$ cat src/rtl/sfp_defs.svh
// constants of the serial frame port
`ifndef SFP_DEFS_SVH
`define SFP_DEFS_SVH

`define SFP_WORD_BITS       16
`define SFP_CNT_BITS        5
`define SFP_LAST_BIT        5'h0F
`define SFP_FULL_CNT        5'h10
`define SFP_NPINS           8
`define SFP_BUSY_PIN        7
`define SFP_SCLK_WR_MAX_MHZ 50
`define SFP_SCLK_RD_MAX_MHZ 20
`define SFP_CLK_MHZ         10
`define SFP_WORD_RST        16'h0000
`define SFP_PINS_RST        8'h00

`endif

$ cat src/rtl/sfp_pkg.sv
// types of the serial frame port
`include "sfp_defs.svh"
package sfp_pkg;

    typedef enum logic [1:0] {
        SFP_MODE_DAC,
        SFP_MODE_ADC,
        SFP_MODE_DIN,
        SFP_MODE_DOUT
    } sfp_mode_t;

    typedef enum logic [1:0] {
        SFP_PH_IDLE,
        SFP_PH_FRAME,
        SFP_PH_DONE
    } sfp_phase_t;

    typedef struct packed {
        logic                       sclk_s1;
        logic                       sclk_s2;
        logic                       sclk_d;
        logic                       fs_n_s1;
        logic                       fs_n_s2;
        logic                       fs_n_d;
        logic                       sin_s1;
        logic                       sin_s2;
        sfp_phase_t                 phase;
        logic                       armed;
        logic [`SFP_CNT_BITS-1:0]   cnt;
        logic [`SFP_WORD_BITS-1:0]  rx_sh;
        logic [`SFP_WORD_BITS-1:0]  tx_sh;
        logic                       sout;
        logic                       sout_oe;
        logic [`SFP_WORD_BITS-1:0]  rx_word;
        logic                       rx_valid;
        logic [`SFP_NPINS-1:0]      pin_s1;
        logic [`SFP_NPINS-1:0]      pin_s2;
        logic [`SFP_NPINS-1:0]      pin_o;
        logic [`SFP_NPINS-1:0]      pin_oe;
        logic [`SFP_NPINS-1:0]      dac_en;
        logic [`SFP_NPINS-1:0]      adc_en;
        logic [`SFP_NPINS-1:0]      din;
    } sfp_state_t;

endpackage : sfp_pkg

$ cat src/rtl/sfp_port.sv
// serial frame port with configurable pin roles
// What this block does
// each falling serial clock edge in a frame shifts the serial_in bit into the input shift register.
// the host keeps the serial clock at most 50 MHz for writes and 20 MHz for conversions and reads.
// a low reset pin returns everything to defaults at once, and the host holds it high in operation.
// frame select is active low and the 16 falling clock edges after it falls form one frame.
// serial_out changes on rising serial clock edges while the frame is active.
// the most significant output bit is on serial_out as soon as frame select falls.
// the next output bit is given only on the first rising edge after a falling edge in the frame.
// results, read-back and temperature data leave serial_out as a stream, most significant bit first.
// each configurable_pin independently acts as DAC output, ADC input, digital input or digital output.
// when enabled, busy_capable_pin shows a busy level while an ADC conversion runs.
// a frame that ends before 16 falling edges is dropped and changes nothing.
`timescale 1ns/100ps
`default_nettype none
`include "sfp_defs.svh"
module sfp_port
    import sfp_pkg::*;
(
    input  wire logic                       CLK,
    input  wire logic                       ARST_N,
    input  wire logic                       SCLK,
    input  wire logic                       FRAME_SEL_N,
    input  wire logic                       SERIAL_IN,
    output var  logic                       SERIAL_OUT,
    output var  logic                       SERIAL_OUT_OE,
    input  wire logic [`SFP_WORD_BITS-1:0]  TX_WORD,
    output var  logic [`SFP_WORD_BITS-1:0]  RX_WORD,
    output var  logic                       RX_VALID,
    input  wire sfp_mode_t [`SFP_NPINS-1:0] PIN_MODE,
    input  wire logic [`SFP_NPINS-1:0]      DOUT_VAL,
    input  wire logic                       BUSY_EN,
    input  wire logic                       CONV_BUSY,
    input  wire logic [`SFP_NPINS-1:0]      PIN_I,
    output var  logic [`SFP_NPINS-1:0]      PIN_O,
    output var  logic [`SFP_NPINS-1:0]      PIN_OE,
    output var  logic [`SFP_NPINS-1:0]      DAC_EN,
    output var  logic [`SFP_NPINS-1:0]      ADC_EN,
    output var  logic [`SFP_NPINS-1:0]      DIN_VAL
);

    sfp_state_t st_r;
    sfp_state_t st_nxt;
    logic       sclk_fall;
    logic       sclk_rise;
    logic       fs_fall;
    logic       fs_rise;

    // ****************************************
    // edge detection on synchronised pins
    // ****************************************
    assign sclk_fall = st_r.sclk_d & ~st_r.sclk_s2;
    assign sclk_rise = ~st_r.sclk_d & st_r.sclk_s2;
    assign fs_fall   = st_r.fs_n_d & ~st_r.fs_n_s2;
    assign fs_rise   = ~st_r.fs_n_d & st_r.fs_n_s2;

    // ****************************************
    // next state
    // ****************************************
    always_comb begin
        st_nxt          = st_r;
        st_nxt.sclk_s1  = SCLK;
        st_nxt.sclk_s2  = st_r.sclk_s1;
        st_nxt.sclk_d   = st_r.sclk_s2;
        st_nxt.fs_n_s1  = FRAME_SEL_N;
        st_nxt.fs_n_s2  = st_r.fs_n_s1;
        st_nxt.fs_n_d   = st_r.fs_n_s2;
        st_nxt.sin_s1   = SERIAL_IN;
        st_nxt.sin_s2   = st_r.sin_s1;
        st_nxt.pin_s1   = PIN_I;
        st_nxt.pin_s2   = st_r.pin_s1;
        st_nxt.rx_valid = 1'b0;
        if (fs_fall) begin
            // new frame: first output bit before any clock edge
            st_nxt.phase   = SFP_PH_FRAME;
            st_nxt.cnt     = '0;
            st_nxt.armed   = 1'b0;
            st_nxt.tx_sh   = TX_WORD;
            st_nxt.sout    = TX_WORD[`SFP_WORD_BITS-1];
            st_nxt.sout_oe = 1'b1;
        end else if (fs_rise) begin
            // partial word in rx_sh is simply abandoned
            st_nxt.phase   = SFP_PH_IDLE;
            st_nxt.sout_oe = 1'b0;
        end else begin
            unique case (st_r.phase)
                SFP_PH_IDLE: begin
                end
                SFP_PH_FRAME, SFP_PH_DONE: begin
                    if (sclk_fall && st_r.phase == SFP_PH_FRAME) begin
                        st_nxt.rx_sh = {st_r.rx_sh[`SFP_WORD_BITS-2:0], st_r.sin_s2};
                        st_nxt.cnt   = st_r.cnt + 5'h01;
                        if (st_r.cnt == `SFP_LAST_BIT) begin
                            st_nxt.phase    = SFP_PH_DONE;
                            st_nxt.rx_word  = {st_r.rx_sh[`SFP_WORD_BITS-2:0], st_r.sin_s2};
                            st_nxt.rx_valid = 1'b1;
                        end
                    end
                    if (sclk_fall) begin
                        st_nxt.armed = 1'b1;
                    end else if (sclk_rise && st_r.armed) begin
                        st_nxt.armed = 1'b0;
                        st_nxt.tx_sh = {st_r.tx_sh[`SFP_WORD_BITS-2:0], 1'b0};
                        st_nxt.sout  = st_r.tx_sh[`SFP_WORD_BITS-2];
                    end
                end
                default: begin
                    st_nxt.phase = SFP_PH_IDLE;
                end
            endcase
        end
        // pin roles, busy overrides the busy-capable pin
        for (int i = 0; i < `SFP_NPINS; i++) begin
            st_nxt.pin_oe[i] = (PIN_MODE[i] == SFP_MODE_DOUT);
            st_nxt.pin_o[i]  = (PIN_MODE[i] == SFP_MODE_DOUT) & DOUT_VAL[i];
            st_nxt.dac_en[i] = (PIN_MODE[i] == SFP_MODE_DAC);
            st_nxt.adc_en[i] = (PIN_MODE[i] == SFP_MODE_ADC);
            st_nxt.din[i]    = (PIN_MODE[i] == SFP_MODE_DIN) & st_r.pin_s2[i];
        end
        if (BUSY_EN) begin
            st_nxt.pin_oe[`SFP_BUSY_PIN] = 1'b1;
            st_nxt.pin_o[`SFP_BUSY_PIN]  = CONV_BUSY;
            st_nxt.dac_en[`SFP_BUSY_PIN] = 1'b0;
            st_nxt.adc_en[`SFP_BUSY_PIN] = 1'b0;
            st_nxt.din[`SFP_BUSY_PIN]    = 1'b0;
        end
    end

    // ****************************************
    // state register
    // ****************************************
    always_ff @(posedge CLK or negedge ARST_N) begin
        if (!ARST_N) begin
            st_r         <= '0;
            st_r.sclk_s1 <= 1'b0;
            st_r.fs_n_s1 <= 1'b1;
            st_r.fs_n_s2 <= 1'b1;
            st_r.fs_n_d  <= 1'b1;
            st_r.phase   <= SFP_PH_IDLE;
        end else begin
            st_r <= st_nxt;
        end
    end

    assign SERIAL_OUT    = st_r.sout;
    assign SERIAL_OUT_OE = st_r.sout_oe;
    assign RX_WORD       = st_r.rx_word;
    assign RX_VALID      = st_r.rx_valid;
    assign PIN_O         = st_r.pin_o;
    assign PIN_OE        = st_r.pin_oe;
    assign DAC_EN        = st_r.dac_en;
    assign ADC_EN        = st_r.adc_en;
    assign DIN_VAL       = st_r.din;

    // ****************************************
    // assertions
    // ****************************************
    property p_r1;
        @(posedge CLK) disable iff (!ARST_N)
        (sclk_fall && !fs_fall && !fs_rise && st_r.phase == SFP_PH_FRAME) |=> st_r.rx_sh[0] == $past(st_r.sin_s2);
    endproperty
    a_r1: assert property (p_r1) else $error("input bit not shifted in");

    property p_r3;
        @(posedge CLK) !ARST_N |-> (!RX_VALID && !SERIAL_OUT_OE && RX_WORD == `SFP_WORD_RST);
    endproperty
    a_r3: assert property (p_r3) else $error("outputs not at defaults in reset");

    property p_r4;
        @(posedge CLK) disable iff (!ARST_N)
        (sclk_fall && !fs_fall && !fs_rise && st_r.phase == SFP_PH_FRAME && st_r.cnt == `SFP_LAST_BIT)
        |=> RX_VALID && RX_WORD == {$past(st_r.rx_sh[`SFP_WORD_BITS-2:0]), $past(st_r.sin_s2)} ##1 !RX_VALID;
    endproperty
    a_r4: assert property (p_r4) else $error("word not delivered at sixteenth edge");

    property p_r5;
        @(posedge CLK) disable iff (!ARST_N)
        $changed(SERIAL_OUT) |-> $past(fs_fall) || $past(sclk_rise && st_r.armed);
    endproperty
    a_r5: assert property (p_r5) else $error("serial out changed off a rising edge");

    property p_r6;
        @(posedge CLK) disable iff (!ARST_N)
        fs_fall |=> SERIAL_OUT == $past(TX_WORD[`SFP_WORD_BITS-1]) && SERIAL_OUT_OE;
    endproperty
    a_r6: assert property (p_r6) else $error("msb not presented at frame start");

    property p_r7;
        @(posedge CLK) disable iff (!ARST_N)
        (sclk_rise && !st_r.armed && !fs_fall) |=> $stable(SERIAL_OUT) && $stable(st_r.tx_sh);
    endproperty
    a_r7: assert property (p_r7) else $error("output advanced without a prior falling edge");

    property p_r8;
        @(posedge CLK) disable iff (!ARST_N)
        (sclk_rise && st_r.armed && !fs_fall && !fs_rise && st_r.phase != SFP_PH_IDLE)
        |=> SERIAL_OUT == $past(st_r.tx_sh[`SFP_WORD_BITS-2]);
    endproperty
    a_r8: assert property (p_r8) else $error("output bit order wrong");

    property p_r9;
        @(posedge CLK) disable iff (!ARST_N)
        (PIN_MODE[0] == SFP_MODE_DOUT) |=> PIN_OE[0] && PIN_O[0] == $past(DOUT_VAL[0]) && !DAC_EN[0] && !ADC_EN[0];
    endproperty
    a_r9: assert property (p_r9) else $error("pin role not applied");

    property p_r10;
        @(posedge CLK) disable iff (!ARST_N)
        BUSY_EN |=> PIN_OE[`SFP_BUSY_PIN] && PIN_O[`SFP_BUSY_PIN] == $past(CONV_BUSY);
    endproperty
    a_r10: assert property (p_r10) else $error("busy pin not driven");

    property p_r11;
        @(posedge CLK) disable iff (!ARST_N)
        $changed(RX_WORD) |-> RX_VALID;
    endproperty
    a_r11: assert property (p_r11) else $error("received word changed without a full frame");

    c_full_frame: cover property (@(posedge CLK) disable iff (!ARST_N) RX_VALID);
    c_short_frame: cover property (@(posedge CLK) disable iff (!ARST_N)
        fs_rise && st_r.phase == SFP_PH_FRAME && st_r.cnt != 5'h00);
    c_busy: cover property (@(posedge CLK) disable iff (!ARST_N) BUSY_EN && CONV_BUSY ##1 PIN_O[`SFP_BUSY_PIN]);

endmodule : sfp_port
`default_nettype wire

$ cat config.mk
export PLATFORM = sky130hd
export DESIGN_NAME = sfp_port
export DESIGN_NICKNAME = d
export VERILOG_FILES = /design/src/rtl/sfp_pkg.sv /design/src/rtl/sfp_port.sv
export VERILOG_INCLUDE_DIRS = /design/src /design/src/rtl
export SDC_FILE = /design/constraint.sdc
export NUM_CORES = 1
export LEC_CHECK = 0
export BUFFER_PORTS_ARGS = -buffer_cell sky130_fd_sc_hd__buf_2
export CORE_MARGIN = 2
export CORE_UTILIZATION = 53
export CTS_CLUSTER_SIZE = 14
export DETAILED_ROUTE_END_ITERATION = 10
export PLACE_DENSITY = 0.79
export SYNTH_ARGS = -nofsm -noshare
export SYNTH_HDL_FRONTEND = slang
export SYNTH_SLANG_ARGS = --single-unit
$ cat constraint.sdc
create_clock -name CLK -period 2.9 [get_ports CLK]
set_input_delay 0.145 -clock CLK [delete_from_list [all_inputs] [get_ports CLK]]
set_output_delay 0.145 -clock CLK [all_outputs]
set_load 0.005 [all_outputs]
Word level (Yosys, flattened, before mapping):

Index checks and enable logic that the tools add are counted.

* output and inout port bits: 59
* memory bits (writable): 0
* register bits: 122
* bits in read-only memories: 0
* input port bits: 55
* bits in latches: 0
* word-level logic and storage cells: 130
* memories kept: 0

* shift-type cells: 0
* bitwise logic cells: 26
* divide/modulo/power cells: 0
* order comparisons: 0
* reductions and logical operators: 23
* muxes and demuxes: 24
* multiply operators: 0
* $add $sub $neg: 1
* equal/unequal tests: 32

Operator list (number)
* 2-to-1 mux 39 bit: 2
* 2-to-1 mux 17 bit: 3
* == test 2 bit, second input constant: 17
* 2-to-1 mux 21 bit: 1
* bitwise AND 1 bit: 20
* == test 2 x 1 -> 1 bit, second input constant: 9
* zero test 2 bit: 9
* 2-to-1 mux 1 bit: 13
* AND reduction 3 bit: 3
* 2-to-1 mux 8 bit: 1
* != test 4 bit, second input constant: 2
* AND reduction 4 bit: 2
* nonzero test 2 bit: 4
* 2-to-1 mux 2 bit: 3
* inverter 1 bit: 6
* adder 5 x 1 -> 5 bit, second input constant: 1
* == test 5 x 4 -> 1 bit, second input constant: 1
* AND reduction 5 bit: 1
* one-hot mux 2 bit (2 select lines): 1
* != test 3 bit, second input constant: 1
* nonzero test 3 bit: 1
* logical AND 1 bit: 2
* != test 2 x 1 -> 1 bit, second input constant: 1
* != test 2 bit, second input constant: 1
* OR reduction 2 bit: 1

Logic depth before layout (Yosys ltp):

* depth in word-level cells: 8
* gate-level depth with buffers: 7
* mapped depth without buffers: 6

Worst setup path after synthesis:

No wires, ideal clock.

* path kind: register -> register
* start point: register st_r[117] (netlist bit)
* end point: register st_r (netlist bit RX_WORD[10])
* arrival time: 1.915 ns
* clock period less this slack: 2.040 ns
* buffers on the path: 1
* cell stages (with the launch flop): 7
* setup slack: 0.860 ns
* path through: dfstp_2 inv_1 ha_1 nand4_2 nor3b_4 buf_6 mux2_2

* word-level cells in the longest chain between the ends: 4
* elaborated cells between the ends (all ways): 6

RTL lines
* start, declared: line sfp_port.sv:42 `sfp_state_t st_r;`
* start signal, assigned: line sfp_port.sv:141 `st_r <= st_nxt;`
* inverter 1 bit: line sfp_port.sv:55 `assign fs_rise = ~st_r.fs_n_d & st_r.fs_n_s2;`
* bitwise AND 1 bit: line sfp_port.sv:55
* inverter 1 bit (no line)
* AND reduction 5 bit (no line) *

Mark *: on every way between the ends. The rest lies on a longest branch, timed or not.
A chain may end at the register's enable or synchronous reset.

Final worst setup path:

* start point: register st_r (netlist bit st_nxt[117])
* end point: register st_r[86] (netlist bit)

* word-level cells in the longest chain between the ends: 4
* elaborated cells between the ends (all ways): 9

RTL lines
* inverter 1 bit *: line sfp_port.sv:54 `assign fs_fall = st_r.fs_n_d & ~st_r.fs_n_s2;`
* bitwise AND 1 bit *: line sfp_port.sv:54
* net fs_fall: line sfp_port.sv:46 `logic fs_fall;`
* != test 2 x 1 -> 1 bit (no line) (tied with other cells)
* AND reduction 4 bit (no line)

Mark *: on every way through the listed nets, which the timed path passes. The rest lies on a longest branch.

==> impl_metrics.yaml <==
sta:
  worst_pin_slew_ps: 1120
  relSlewSlack_pct: 25.1
  min_period_ps: 2490
  finClkSkew_ps: 8.31
  finalSetupViolCount: 0
  rsz0062_at_grt: "no"
  setup_tns_ps: 0
  final_max_slew_viol_count: 0
  fin_crit_sh_pct: 85.9
  hold_viol_final: 0
  max_freq_mhz: 401
  hold_ws_ps: 7.98
  fin_ws_ps: 409
cells_and_area:
  antenna_cells: 0
  drive_gt1_share_pct: 41.7
  syn2layout_area_growth_pct: 31.2
  final_nets: 535
  stdcell_count: 595
global_route:
  grt_use_total_pct: 19.2
  grt_max_degree: 79
  grt-ovfl-total: 0
  antenna_found_initial: 0
  grt_pass1_wl_um: 14500
  grt_pass1_vias: 3115
floorplanning:
  boundaryPins: 114
  row_count: 34
  die_area_sq_mm: 0.00988
  core-area_sq_mm: 0.00876
  die_h_um: 99.4
  floorplan.initialDensity_pct: 55.1
  die_w_um: 99.4
power:
  finalPower_mw: 4.70
  powerDensity_mw_per_mm2: 743
  power_leakage_nw: 3.29
  ir_drop_v: 0.000555
run_status:
  status: "complete, no violations"
setup_path:
  worstSetupPathType: "reg -> reg"
  arrival_ps: 2950
  path_cells: "inv_1 -> ha_1 -> nor3b_2 -> a22o_1 -> mux2_2"
  worst-path-buf-inv: 1
  cp.required_ps: 3360
  critical-path-top-delay-family: "simple AND/OR/NAND/NOR gates"
  path_max_fanout: 21
  worst_path_largest_cell_delay_ps: 990
  startpoint_type: "flop"
  cp_slowest_cell: "nor3b_2"
  end_kind: "flop"
clock_tree:
  cts.repair.resized: 0
  cts_tree: "done"
  cts.sinks: 121
  cts_max_level: 4
  clk_latency_ps: 520
  numCtsBuffers: 17
  clock_path_buffers: 2
  cts_root_buf: "clkbuf_8"
  cts.clk_slew.worst_paths_ps: 60
placement:
  place_ws_ps: 486
  place_congestion: 0.806
  port_buffers: 113
  hpwl_um: 5300
  dpl.cell_count: 504
logic_synthesis:
  synth_area_per_cell_sq_um: 14.1
  synth_seq_cells: 121
  synthCells: 342
  yosysWarnings: 0
  synth.distinct_cells: 43
  synth-seq-area-share_pct: 62.8
  syn_nets: 403
  syn_area_sq_mm: 0.00482
route:
  wl_met3_um: 573
  first_pass_iters: 4
  finalWirelength_um: 8970
  num_vias: 2965
  top_layer: "met4"
  met2_wirelength_um: 4370
  met1Wirelength_um: 3850
  drt_iter0_drc: 102
  post_drt_wl_per_cell_um: 15.1
  vias_per_cell: 4.98
  drc_errors: 0
  ant_nets: 0
job:
  cap_violations: 0
min_path:
  hold_path.class: "in -> reg"
==> final timing paths <==
kind,start,slack (ps),end,cells after the start
min in group asynchronous,ARST_N,180,st_r[103]$_DFFE_PN0P_,2
worst min-delay path,TX_WORD[9],8,st_r[84]$_DFFE_PN0P_,3
max in group asynchronous,ARST_N,1930,st_r[107]$_DFFE_PN0P_,3
worst max-delay path,st_nxt[117]$_DFF_PN1_,410,st_r[86]$_DFFE_PN0P_,5
worst min register to register,st_nxt[47]$_DFF_PN0_,340,st_r[47]$_DFF_PN0_,0
worst max register to register,st_nxt[117]$_DFF_PN1_,410,st_r[86]$_DFFE_PN0P_,5
==> layer usage <==
metal | global-route usage (%) | vias up
met1 | 22.8 | 1438
met3 | 6.11 | 19
met4 | 8.54 | 0
met2 | 32.2 | 109
li1 | - | 1399
met5 | 0 | -
==> power by group <==
| group | switching [mW] | internal (mW) | total, mW |
|---|---|---|---|
| Sequential | 0.0812 | 1.83 | 1.91 |
| Combinational | 0.261 | 0.285 | 0.546 |
| Clock | 0.750 | 1.49 | 2.24 |
| Total | 1.09 | 3.61 | 4.70 |
==> sequential cells by signal, indices dropped and copies added (netlist names) <==
signal and flops:
ADC_EN 8, DAC_EN 8, DIN_VAL 8, PIN_O 8, PIN_OE 8, RX_VALID 1, RX_WORD 16, SERIAL_OUT 1
SERIAL_OUT_OE 1, st_nxt 13, st_r 49
==> what timing repair did <==
item                      CTS  global route
buffers inserted            0             0
hold endpoints to repair  103             0
hold buffers               59             0
==> tightest hold or removal path: stages <==
cell and delay (ps):
buf_2 80, a22o_1 120, mux2_2 140
==> cell usage in the layout, fill, tap and decap left out, drive strengths merged, types with 5 or more instances in the layout <==
cell / count
buf: 117
ha: 6
and3: 8
inv: 13
dfrtp: 118
a22o: 15
and2: 9
nor2: 9
and3b: 7
clkbuf: 19
mux2: 47
bufinv: 5
dlygate4sd3: 59
nor2b: 8
==> synthesized netlist by cell type <==
library cell  number  area, sq um
mux2i_1            1         10.0
clkbuf_1           2         7.51
nor3b_1            1         7.51
buf_4             57          428
nand2_1            3         11.3
and3_1             8         50.1
nor4bb_1           1         10.0
a221oi_1           1         8.76
nor2_2             1         6.26
dfstp_2            3         78.8
a21oi_1            1         5.00
nand3_1            2         10.0
a31o_2             1         8.76
and4b_1            1         10.0
o22ai_1            2         12.5
nor3b_2            1         12.5
nand4b_1           4         35.0
buf_2              2         10.0
ha_1               6         75.1
nor3_1             1         5.00
and3b_1            7         61.3
nand4_2            1         12.5
o21ai_0            3         15.0
a21oi_2            1         8.76
dfrtp_1          118         2950
and2_1             9         56.3
nand2b_1           1         6.26
buf_6              2         22.5
a32o_1             1         10.0
a31oi_1            1         6.26
a21o_1             2         15.0
nor2b_1            8         50.1
a22o_1            15          131
o31ai_1            1         7.51
mux2_2            47          529
o311ai_0           2         17.5
inv_1             11         41.3
o41ai_1            1         8.76
nor3b_4            1         18.8
or2b_1             1         7.51
nor2_1             8         30.0
o211ai_1           1         7.51
nand4_1            1         6.26
==> layout make-up <==
| cell class | instances | area, sq um |
|---|---|---|
| inverters | 11 | 41.3 |
| clock inverters | 13 | 218 |
| clock buffers | 19 | 422 |
| flip-flops and latches | 121 | 3030 |
| repair buffers | 176 | 1200 |
| well taps | 108 | 135 |
| fillers | 602 | 2430 |
| multi-input cells | 147 | 1280 |
==> through the flow <==
step           area, sq um  util (%)
2_1_floorplan         4820         -
3_3_place_gp          5100      58.2
3_5_place_dp          5100      58.2
4_1_cts               6330      72.3
5_1_grt               6330      72.3
6_report              6330      72.3
==> logic make-up after synthesis <==
logic type	after synthesis	synth area share, %
DFF	121	62.8
muxes	48	11.2
and+or+nand+nor	60	8.43
adders and majority gates	6	1.56
buffers and inverters	74	10.6
AOI/OAI and AO/OA	33	5.45
(Power assumes the default switching activity.)
